`config.mk`:
```
export PLATFORM = sky130hd
export DESIGN_NAME = pfpc_ctrl
export DESIGN_NICKNAME = d
export VERILOG_FILES = /design/src/design/pfpc_delay.v /design/src/design/pfpc_ctrl.v
export VERILOG_INCLUDE_DIRS = /design/src /design/src/design
export SDC_FILE = /design/constraint.sdc
export NUM_CORES = 1
export LEC_CHECK = 0
export ABC_CLOCK_PERIOD_IN_PS = 10880
export BUFFER_PORTS_ARGS = -buffer_cell sky130_fd_sc_hd__buf_4
export CORE_UTILIZATION = 45
export CTS_CLUSTER_SIZE = 14
export DETAILED_ROUTE_END_ITERATION = 8
export GPL_TIMING_DRIVEN = 0
export PLACE_DENSITY = 0.57
export SLEW_MARGIN = 10
export SYNTH_ARGS = -nofsm -noshare
export SYNTH_HDL_FRONTEND = slang
export SYNTH_SLANG_ARGS = --single-unit
```
`constraint.sdc`:
```
create_clock -name CLOCK -period 10.88 [get_ports CLOCK]
set_clock_uncertainty 0.1 [all_clocks]
set_input_delay 3.264 -clock CLOCK [delete_from_list [all_inputs] [get_ports CLOCK]]
set_output_delay 3.264 -clock CLOCK [all_outputs]
set_load 0.02 [all_outputs]
```
`src/design/pfpc_defs.vh`:
```
`ifndef PFPC_DEFS_VH
`define PFPC_DEFS_VH
// ----------------------------------------
// clock in MHz, delay figures in microseconds
// ----------------------------------------
`define PFPC_CLK_MHZ 250
`define PFPC_OCH_DLY_US 1000
`define PFPC_ODC_DLY_US 1000
`define PFPC_ODR_DLY_US 1000
`define PFPC_OCU_DLY_US 10
`define PFPC_OCR_DLY_US 1000
`define PFPC_XCH_DLY_US 1000
`define PFPC_XCR_DLY_US 1000
`define PFPC_SHC_DLY_US 1
// ----------------------------------------
// delay counts in clock cycles
// ----------------------------------------
`define PFPC_CYC(us) ((us) * `PFPC_CLK_MHZ)
// test mode divides counter delays by this factor
`define PFPC_TEST_DIV 64
`define PFPC_CNT_W 20
`define PFPC_SHC_W 10
`endif

```
`src/design/pfpc_delay.v`:
```
`default_nettype none
// ----------------------------------------
// qualification delay: out follows cond after DLY cycles held
// ----------------------------------------
module pfpc_delay #(
  parameter W = 20,
  parameter [W-1:0] DLY = 1,
  parameter [W-1:0] DLY_FAST = 1
) (
  input wire clk,
  input wire rst_n,
  input wire fast,
  input wire run,
  input wire cond,
  output reg hit
);
  reg [W-1:0] cnt_r;
  wire [W-1:0] lim;
  assign lim = fast ? DLY_FAST : DLY;
  // restart whenever condition drops or the counter is held off
  always @(posedge clk or negedge rst_n) begin
    if (!rst_n) begin
      cnt_r <= {W{1'b0}};
      hit <= 1'b0;
    end else if (!run || !cond) begin
      cnt_r <= {W{1'b0}};
      hit <= 1'b0;
    end else if (cnt_r + 1'b1 >= lim) begin
      hit <= 1'b1;
    end else begin
      cnt_r <= cnt_r + 1'b1;
    end
  end
endmodule // pfpc_delay
`default_nettype wire

```
`src/design/pfpc_ctrl.v`:
```
// Behaviour
// - new over-charge suspends running over-discharge detection
// - over-discharge detection restarts after over-charge set
// - over-discharge after over-charge: 200k pull, no standby
// - over-discharge keeps running during over-current state
// - over-discharge state first aborts over-current detection
// - over-current first applies 30k pull-down
// - later over-discharge: drop 30k, 200k up, standby
// - over-discharge first: 200k pull-up and standby
// - short-circuit detection runs fully independent
// - no charger fault while discharge faults active
// - charger delay starts once discharge gate high
// - over-current, short-circuit drive discharge gate low
// - charger fault lowers charge gate, cancels if cleared
// - test input shortens counter delays, not short
`include "pfpc_defs.vh"
`default_nettype none
module pfpc_ctrl #(
  parameter [`PFPC_CNT_W-1:0] OCH_CYC = `PFPC_CYC(`PFPC_OCH_DLY_US),
  parameter [`PFPC_CNT_W-1:0] ODC_CYC = `PFPC_CYC(`PFPC_ODC_DLY_US),
  parameter [`PFPC_CNT_W-1:0] ODR_CYC = `PFPC_CYC(`PFPC_ODR_DLY_US),
  parameter [`PFPC_CNT_W-1:0] OCU_CYC = `PFPC_CYC(`PFPC_OCU_DLY_US),
  parameter [`PFPC_CNT_W-1:0] OCR_CYC = `PFPC_CYC(`PFPC_OCR_DLY_US),
  parameter [`PFPC_CNT_W-1:0] XCH_CYC = `PFPC_CYC(`PFPC_XCH_DLY_US),
  parameter [`PFPC_CNT_W-1:0] XCR_CYC = `PFPC_CYC(`PFPC_XCR_DLY_US),
  parameter [`PFPC_SHC_W-1:0] SHC_CYC = `PFPC_CYC(`PFPC_SHC_DLY_US)
) (
  input wire CLOCK,
  input wire RESETN,
  input wire OVCHG_CMP,
  input wire OVDIS_CMP,
  input wire OVCUR_CMP,
  input wire SHORT_CMP,
  input wire XCHG_CMP,
  input wire TEST_FAST,
  output reg DIS_GATE,
  output reg CHG_GATE,
  output reg PULLUP_EN,
  output reg PULLDN_EN,
  output reg STANDBY,
  output reg OVCHG_ST,
  output reg OVDIS_ST,
  output reg OVCUR_ST,
  output reg SHORT_ST,
  output reg XCHG_ST
);
  localparam W = `PFPC_CNT_W;
  localparam [W-1:0] D = `PFPC_TEST_DIV;
  // ----------------------------------------
  // input synchronisers (comparators are asynchronous)
  // ----------------------------------------
  reg [5:0] s1_r;
  reg [5:0] s2_r;
  always @(posedge CLOCK or negedge RESETN) begin
    if (!RESETN) begin
      s1_r <= 6'h00;
      s2_r <= 6'h00;
    end else begin
      s1_r <= {TEST_FAST, XCHG_CMP, SHORT_CMP, OVCUR_CMP, OVDIS_CMP,
               OVCHG_CMP};
      s2_r <= s1_r;
    end
  end
  wire och_c = s2_r[0];
  wire odc_c = s2_r[1];
  wire ocu_c = s2_r[2];
  wire shc_c = s2_r[3];
  wire xch_c = s2_r[4];
  wire fast = s2_r[5];
  // ----------------------------------------
  // state flags, one per detection state
  // ----------------------------------------
  reg och_r;
  reg odc_r;
  reg ocu_r;
  reg shc_r;
  reg xch_r;
  reg dis_hi_r;
  // over-discharge state established while over-charge held
  reg od_after_oc_r;
  // ----------------------------------------
  // delay counters
  // ----------------------------------------
  wire och_hit;
  wire och_rel;
  wire odc_hit;
  wire odc_rel;
  wire ocu_hit;
  wire ocu_rel;
  wire shc_hit;
  wire xch_hit;
  wire xch_rel;
  // ----------------------------------------
  // shortened limits for test mode
  // ----------------------------------------
  // the added one keeps a limit of zero from arising
  localparam [W-1:0] OCH_FST = OCH_CYC / D + 1'b1;
  localparam [W-1:0] ODC_FST = ODC_CYC / D + 1'b1;
  localparam [W-1:0] ODR_FST = ODR_CYC / D + 1'b1;
  localparam [W-1:0] OCU_FST = OCU_CYC / D + 1'b1;
  localparam [W-1:0] OCR_FST = OCR_CYC / D + 1'b1;
  localparam [W-1:0] XCH_FST = XCH_CYC / D + 1'b1;
  localparam [W-1:0] XCR_FST = XCR_CYC / D + 1'b1;
  // ----------------------------------------
  // detection and release counters
  // ----------------------------------------
  // over-charge is always free to run and has precedence
  pfpc_delay #(
    .W(W),
    .DLY(OCH_CYC),
    .DLY_FAST(OCH_FST)
  ) u_och (
    .clk(CLOCK),
    .rst_n(RESETN),
    .fast(fast),
    .run(!och_r),
    .cond(och_c),
    .hit(och_hit)
  );
  // over-charge release runs only while the state is held
  pfpc_delay #(
    .W(W),
    .DLY(OCH_CYC),
    .DLY_FAST(OCH_FST)
  ) u_ochr (
    .clk(CLOCK),
    .rst_n(RESETN),
    .fast(fast),
    .run(och_r),
    .cond(!och_c),
    .hit(och_rel)
  );
  // suspended while over-charge detection counts; restart after it
  pfpc_delay #(
    .W(W),
    .DLY(ODC_CYC),
    .DLY_FAST(ODC_FST)
  ) u_odc (
    .clk(CLOCK),
    .rst_n(RESETN),
    .fast(fast),
    .run(!odc_r && !(och_c && !och_r)),
    .cond(odc_c),
    .hit(odc_hit)
  );
  // over-discharge release, counted while the state stands
  pfpc_delay #(
    .W(W),
    .DLY(ODR_CYC),
    .DLY_FAST(ODR_FST)
  ) u_odr (
    .clk(CLOCK),
    .rst_n(RESETN),
    .fast(fast),
    .run(odc_r),
    .cond(!odc_c),
    .hit(odc_rel)
  );
  // over-current detection dies once over-discharge state is set
  pfpc_delay #(
    .W(W),
    .DLY(OCU_CYC),
    .DLY_FAST(OCU_FST)
  ) u_ocu (
    .clk(CLOCK),
    .rst_n(RESETN),
    .fast(fast),
    .run(!ocu_r && !odc_r),
    .cond(ocu_c),
    .hit(ocu_hit)
  );
  // one release serves both over-current and short-circuit
  pfpc_delay #(
    .W(W),
    .DLY(OCR_CYC),
    .DLY_FAST(OCR_FST)
  ) u_ocur (
    .clk(CLOCK),
    .rst_n(RESETN),
    .fast(fast),
    .run(ocu_r || shc_r),
    .cond(!ocu_c && !shc_c),
    .hit(ocu_rel)
  );
  // short delay is fixed: test input has no effect on it
  pfpc_delay #(
    .W(`PFPC_SHC_W),
    .DLY(SHC_CYC),
    .DLY_FAST(SHC_CYC)
  ) u_shc (
    .clk(CLOCK),
    .rst_n(RESETN),
    .fast(1'b0),
    .run(!shc_r),
    .cond(shc_c),
    .hit(shc_hit)
  );
  // charger delay waits for the discharge gate to be high
  pfpc_delay #(
    .W(W),
    .DLY(XCH_CYC),
    .DLY_FAST(XCH_FST)
  ) u_xch (
    .clk(CLOCK),
    .rst_n(RESETN),
    .fast(fast),
    .run(!xch_r && dis_hi_r && !odc_r && !ocu_r && !shc_r),
    .cond(xch_c),
    .hit(xch_hit)
  );
  // charger release, counted while the charger state is held
  pfpc_delay #(
    .W(W),
    .DLY(XCR_CYC),
    .DLY_FAST(XCR_FST)
  ) u_xchr (
    .clk(CLOCK),
    .rst_n(RESETN),
    .fast(fast),
    .run(xch_r),
    .cond(!xch_c),
    .hit(xch_rel)
  );
  // ----------------------------------------
  // flag update, evaluated each cycle
  // ----------------------------------------
  always @(posedge CLOCK or negedge RESETN) begin
    if (!RESETN) begin
      och_r <= 1'b0;
      odc_r <= 1'b0;
      ocu_r <= 1'b0;
      shc_r <= 1'b0;
      xch_r <= 1'b0;
      dis_hi_r <= 1'b1;
      od_after_oc_r <= 1'b0;
    end else begin
      if (och_hit)
        och_r <= 1'b1;
      else if (och_rel)
        och_r <= 1'b0;
      if (odc_hit) begin
        odc_r <= 1'b1;
        od_after_oc_r <= och_r;
      end else if (odc_rel) begin
        odc_r <= 1'b0;
        od_after_oc_r <= 1'b0;
      end
      // over-current state clears with its release or a later od
      if (ocu_hit)
        ocu_r <= 1'b1;
      else if (ocu_rel || odc_hit)
        ocu_r <= 1'b0;
      if (shc_hit)
        shc_r <= 1'b1;
      else if (ocu_rel)
        shc_r <= 1'b0;
      if (xch_hit)
        xch_r <= 1'b1;
      else if (xch_rel)
        xch_r <= 1'b0;
      dis_hi_r <= !(odc_r || ocu_r || shc_r);
    end
  end
  // ----------------------------------------
  // output drive, all registered
  // ----------------------------------------
  always @(posedge CLOCK or negedge RESETN) begin
    if (!RESETN) begin
      DIS_GATE <= 1'b1;
      CHG_GATE <= 1'b1;
      PULLUP_EN <= 1'b0;
      PULLDN_EN <= 1'b0;
      STANDBY <= 1'b0;
      OVCHG_ST <= 1'b0;
      OVDIS_ST <= 1'b0;
      OVCUR_ST <= 1'b0;
      SHORT_ST <= 1'b0;
      XCHG_ST <= 1'b0;
    end else begin
      DIS_GATE <= !(odc_r || ocu_r || shc_r);
      CHG_GATE <= !(och_r || xch_r);
      // pull-up to the positive supply for any od state
      PULLUP_EN <= odc_r;
      // 30k pull-down only when od not set (released on od)
      PULLDN_EN <= (ocu_r || shc_r) && !odc_r;
      // standby unless od came during over-charge
      STANDBY <= odc_r && !od_after_oc_r;
      OVCHG_ST <= och_r;
      OVDIS_ST <= odc_r;
      OVCUR_ST <= ocu_r;
      SHORT_ST <= shc_r;
      XCHG_ST <= xch_r;
    end
  end
endmodule // pfpc_ctrl
`default_nettype wire

```
==> results.py <==
metrics = {
    "layout": {
        "antenna_cells": 0,
        "syn2layout_area_growth_pct": 11.59,
        "nets": 1671,
        "stdcell_count": 1956,
        "drive_above_1_share_pct": 7.216,
        "layout_commonest_cell": "dfrtp_1",
        "nFillCells": 2829,
        "final_cell_mix": "dfrtp_1 (203), nor2_1 (132), ha_1 (115), xor2_1 (99), nand2_1 (98)",
    },
    "sta": {
        "period_minus_slack_ns": 4.760,
        "slew_headroom_pct": 20.17,
        "final-setup-viol-count": 0,
        "fin_crit_sh_pct": 43.75,
        "hold_viol_final": 0,
        "max_freq_mhz": 210.1,
        "setup_tns_ns": 0,
        "max_slew.worst_pin.slew_ns": 1.190,
        "rsz0062_at_grt": "no",
        "maxSlewViolCount": 0,
    },
    "clock_tree": {
        "ctsHoldBuffers": 0,
        "cts_resized": 0,
        "clk_latency_ns": 0.52,
        "cts_root_buf": "clkbuf_16",
        "postCtsSetupRepairBufs": 0,
        "cts_inserted_buffers": 25,
        "htreeDepth": 1,
        "cts.sinks": 206,
        "clockBufferDepth": 3,
        "path_clk_slew_ns": 0.06,
        "tritoncts": "yes",
    },
    "route": {
        "vias_per_cell": 5.620,
        "vias": 10990,
        "final_antenna_net_count": 0,
        "firstDrtPassIters": 5,
        "drc": 0,
        "wl_per_cell_um": 15.56,
        "drtIter0Drc": 561,
        "wl_mm": 30.44,
    },
    "synthesis": {
        "async_flop_share_pct": 100.0,
        "ys_dominant_reg_cell": "dfrtp_1",
        "yosys_warnings": 0,
        "syn_inst": 1500,
        "synth-seq-cells": 206,
        "syn_nets": 1623,
        "synth_cell_type_count": 70,
        "synth_seq_area_share_pct": 37.37,
        "syn-cell-area_um2": 13800,
        "synth-edff-count": 0,
        "postSynthAreaPerCell_um2": 9.201,
    },
    "critical_path": {
        "critPathKind": "register to register",
        "crit_required_ns": 11.16,
        "crit_path_start_kind": "register",
        "critPathMaxFanout": 10,
        "worstPathArrival_ns": 5.04,
        "cp-end-kind": "register",
    },
    "die": {
        "die_y_um": 177.1,
        "core_um2": 29870,
        "die_x_um": 177.1,
        "rows": 63,
        "io_pins": 18,
        "die-area_um2": 31380,
        "start_util_pct": 46.20,
    },
    "global_routing": {
        "grt_max_degree": 97,
        "grt_pass1_vias": 10610,
        "grt_first_pass_wirelength_mm": 51.92,
        "globalRouteTotalUtil_pct": 19.95,
        "overflow": 0,
        "grt_antenna_before_repair": 0,
        "busiest_layer": "met2",
        "globalRouteMet1Util_pct": 27.48,
        "grt_util_met3_pct": 2.277,
        "met2_usage_pct": 33.56,
    },
    "placed_design": {
        "routabilityCongestion": 0.8175,
        "place.port_buffers": 17,
        "dp_hpwl_mm": 21.47,
        "placed_cells": 1911,
    },
    "power": {
        "p_leak_uw": 0.007180,
        "irDropWorstVdd_v": 0.0001045,
        "clkPwrFrac_pct": 49.4,
        "seq_power_share_pct": 44.0,
        "swShare_pct": 23.09,
        "power_frac_comb_pct": 6.7,
        "p_sw_uw": 417.4,
        "p_int_uw": 1390,
        "power_density_nw_per_um2": 117.4,
    },
    "status": {
        "outcome": "finished clean",
    },
    "worst_hold_path": {
        "hold_path_class": "register to register",
    },
    "run": {
        "maxCapViolCount": 0,
    },
}
[final timing paths]
path / startpoint / slack, ns / endpoint / cells past startpoint
hold reg to reg: s1_r[5]$_DFF_PN0_ / 0.24 / s2_r[5]$_DFF_PN0_ / 0
min in group asynchronous: RESETN / 2.48 / u_ochr.cnt_r[19]$_DFFE_PN0P_ / 1
setup / recovery: u_och.cnt_r[0]$_DFFE_PN0P_ / 6.12 / u_och.cnt_r[10]$_DFFE_PN0P_ / 16
max in group asynchronous: RESETN / 6.98 / s2_r[5]$_DFF_PN0_ / 3
setup reg to reg: u_och.cnt_r[0]$_DFFE_PN0P_ / 6.12 / u_och.cnt_r[10]$_DFFE_PN0P_ / 16
hold / removal: s1_r[5]$_DFF_PN0_ / 0.24 / s2_r[5]$_DFF_PN0_ / 0
[power by group through the flow]
stage | clock network, µW | logic (µW) | registers [µW]
after floorplan | 0 | 64.5 | 810
after global placement | 0 | 113 | 811
after detailed placement | 0 | 123 | 808
after CTS | 918 | 124 | 795
after global routing | 954 | 139 | 796
final | 893 | 120 | 795
[critical path, cell delays in order (launching register included)]
cell     delay (ns)
dfrtp_1        0.43
ha_1           0.23
nand3_1        0.22
nor4_1         0.83
nand2_1        0.24
nor2_1         0.24
xor2_1         0.19
ha_1           0.29
a21oi_1        0.21
and3_1         0.18
nand3_1        0.07
nor3b_1        0.19
nor2_1         0.43
nand2_1        0.27
buf_4          0.25
o21ai_0        0.16
a21oi_1        0.08
[cell type report]
type                    count  area [µm²]  area share, %
plain buffers              53       221.5          1.438
flip-flops and latches    206        5161          33.51
well taps                 390       488.0          3.168
clock inverters             8       167.7          1.089
multi-input cells        1208        8299          53.88
inverters                  33       123.9         0.8042
repair buffers             21       230.2          1.495
clock buffers              37       710.7          4.614
[per-layer routing]
metal  part of all wire, %  wire length [µm]  vias to the layer above
met2                    46             14080                      121
met5                     0                 0                        -
li1                      -                 -                     5551
met3                   2.7               808                       33
met4                   1.4               415                        0
met1                    50             15130                     5287
[kinds of logic (layout without fill, tap and decap cells)]
logic type | after synthesis | count (layout) | synth area share [%]
muxes | 3 | 3 | 0.2266
buffers and inverters | 86 | 152 | 2.502
DFF | 206 | 206 | 37.37
and+or+nand+nor | 611 | 611 | 23.54
AOI/OAI and AO/OA | 286 | 286 | 13.69
adders and majority gates | 115 | 115 | 10.43
xor gates and xnor gates | 193 | 193 | 12.25
[Yosys cell counts (3+ instances only)]
master	count	area [µm²]
o21ai_0	49	245.2
clkbuf_1	35	131.4
or2_2	6	37.54
nor2b_1	14	87.58
a31o_2	14	122.6
a211oi_1	17	127.6
a31oi_1	15	93.84
a21oi_1	79	395.4
or3_1	46	287.8
nor3b_1	8	60.06
o21a_1	19	142.6
nand2b_1	11	68.82
xor2_1	99	867.1
o22ai_1	3	18.77
o211ai_1	16	120.1
a211o_1	8	70.07
nand2_1	98	367.9
nand4_1	38	237.7
o21ai_1	7	35.03
nor4_1	17	106.4
nand4b_1	3	26.28
nand3_1	81	405.4
nand3b_1	7	52.55
a21o_1	22	165.2
nor4_2	3	37.54
a21boi_0	3	22.52
nor3_1	38	190.2
dfrtp_1	204	5105
and3_1	64	400.4
nor2_1	132	495.5
buf_1	4	15.01
buf_2	12	60.06
and4_1	12	105.1
a311oi_1	7	61.31
and2_1	10	62.56
nand3_2	4	40.04
o31ai_1	4	30.03
ha_1	115	1439
xnor2_1	94	823.3
or4_1	10	75.07
inv_1	33	123.9
[sequential cells by signal (all words and copies together), names as in the netlist, 6 cells and up]
| name | count |
|---|---|
| u_ocu.cnt_r | 20 |
| s1_r | 6 |
| u_shc.cnt_r | 10 |
| s2_r | 6 |
| u_och.cnt_r | 20 |
| u_odr.cnt_r | 20 |
| u_ochr.cnt_r | 20 |
| u_ocur.cnt_r | 20 |
| u_xch.cnt_r | 20 |
| u_xchr.cnt_r | 20 |
| u_odc.cnt_r | 20 |
[through the flow]
| stage | instance area, µm² | hold slack [ns] | setup WS (ns) | utilization, % | total power [µW] |
|---|---|---|---|---|---|
| after CTS | 15400 | 0.2440 | 6.136 | 51.56 | 1837 |
| after global placement | 14420 | 0.2329 | 3.211 | 48.26 | 923.4 |
| final | 15400 | 0.2409 | 6.120 | 51.56 | 1808 |
| after floorplan | 13800 | 0.2312 | 5.922 | - | 874.5 |
| after global routing | 15400 | 0.2556 | 5.843 | 51.56 | 1889 |
| after detailed placement | 14520 | 0.2347 | 6.172 | 48.62 | 931.5 |
Power figures use the tool's default switching activity.
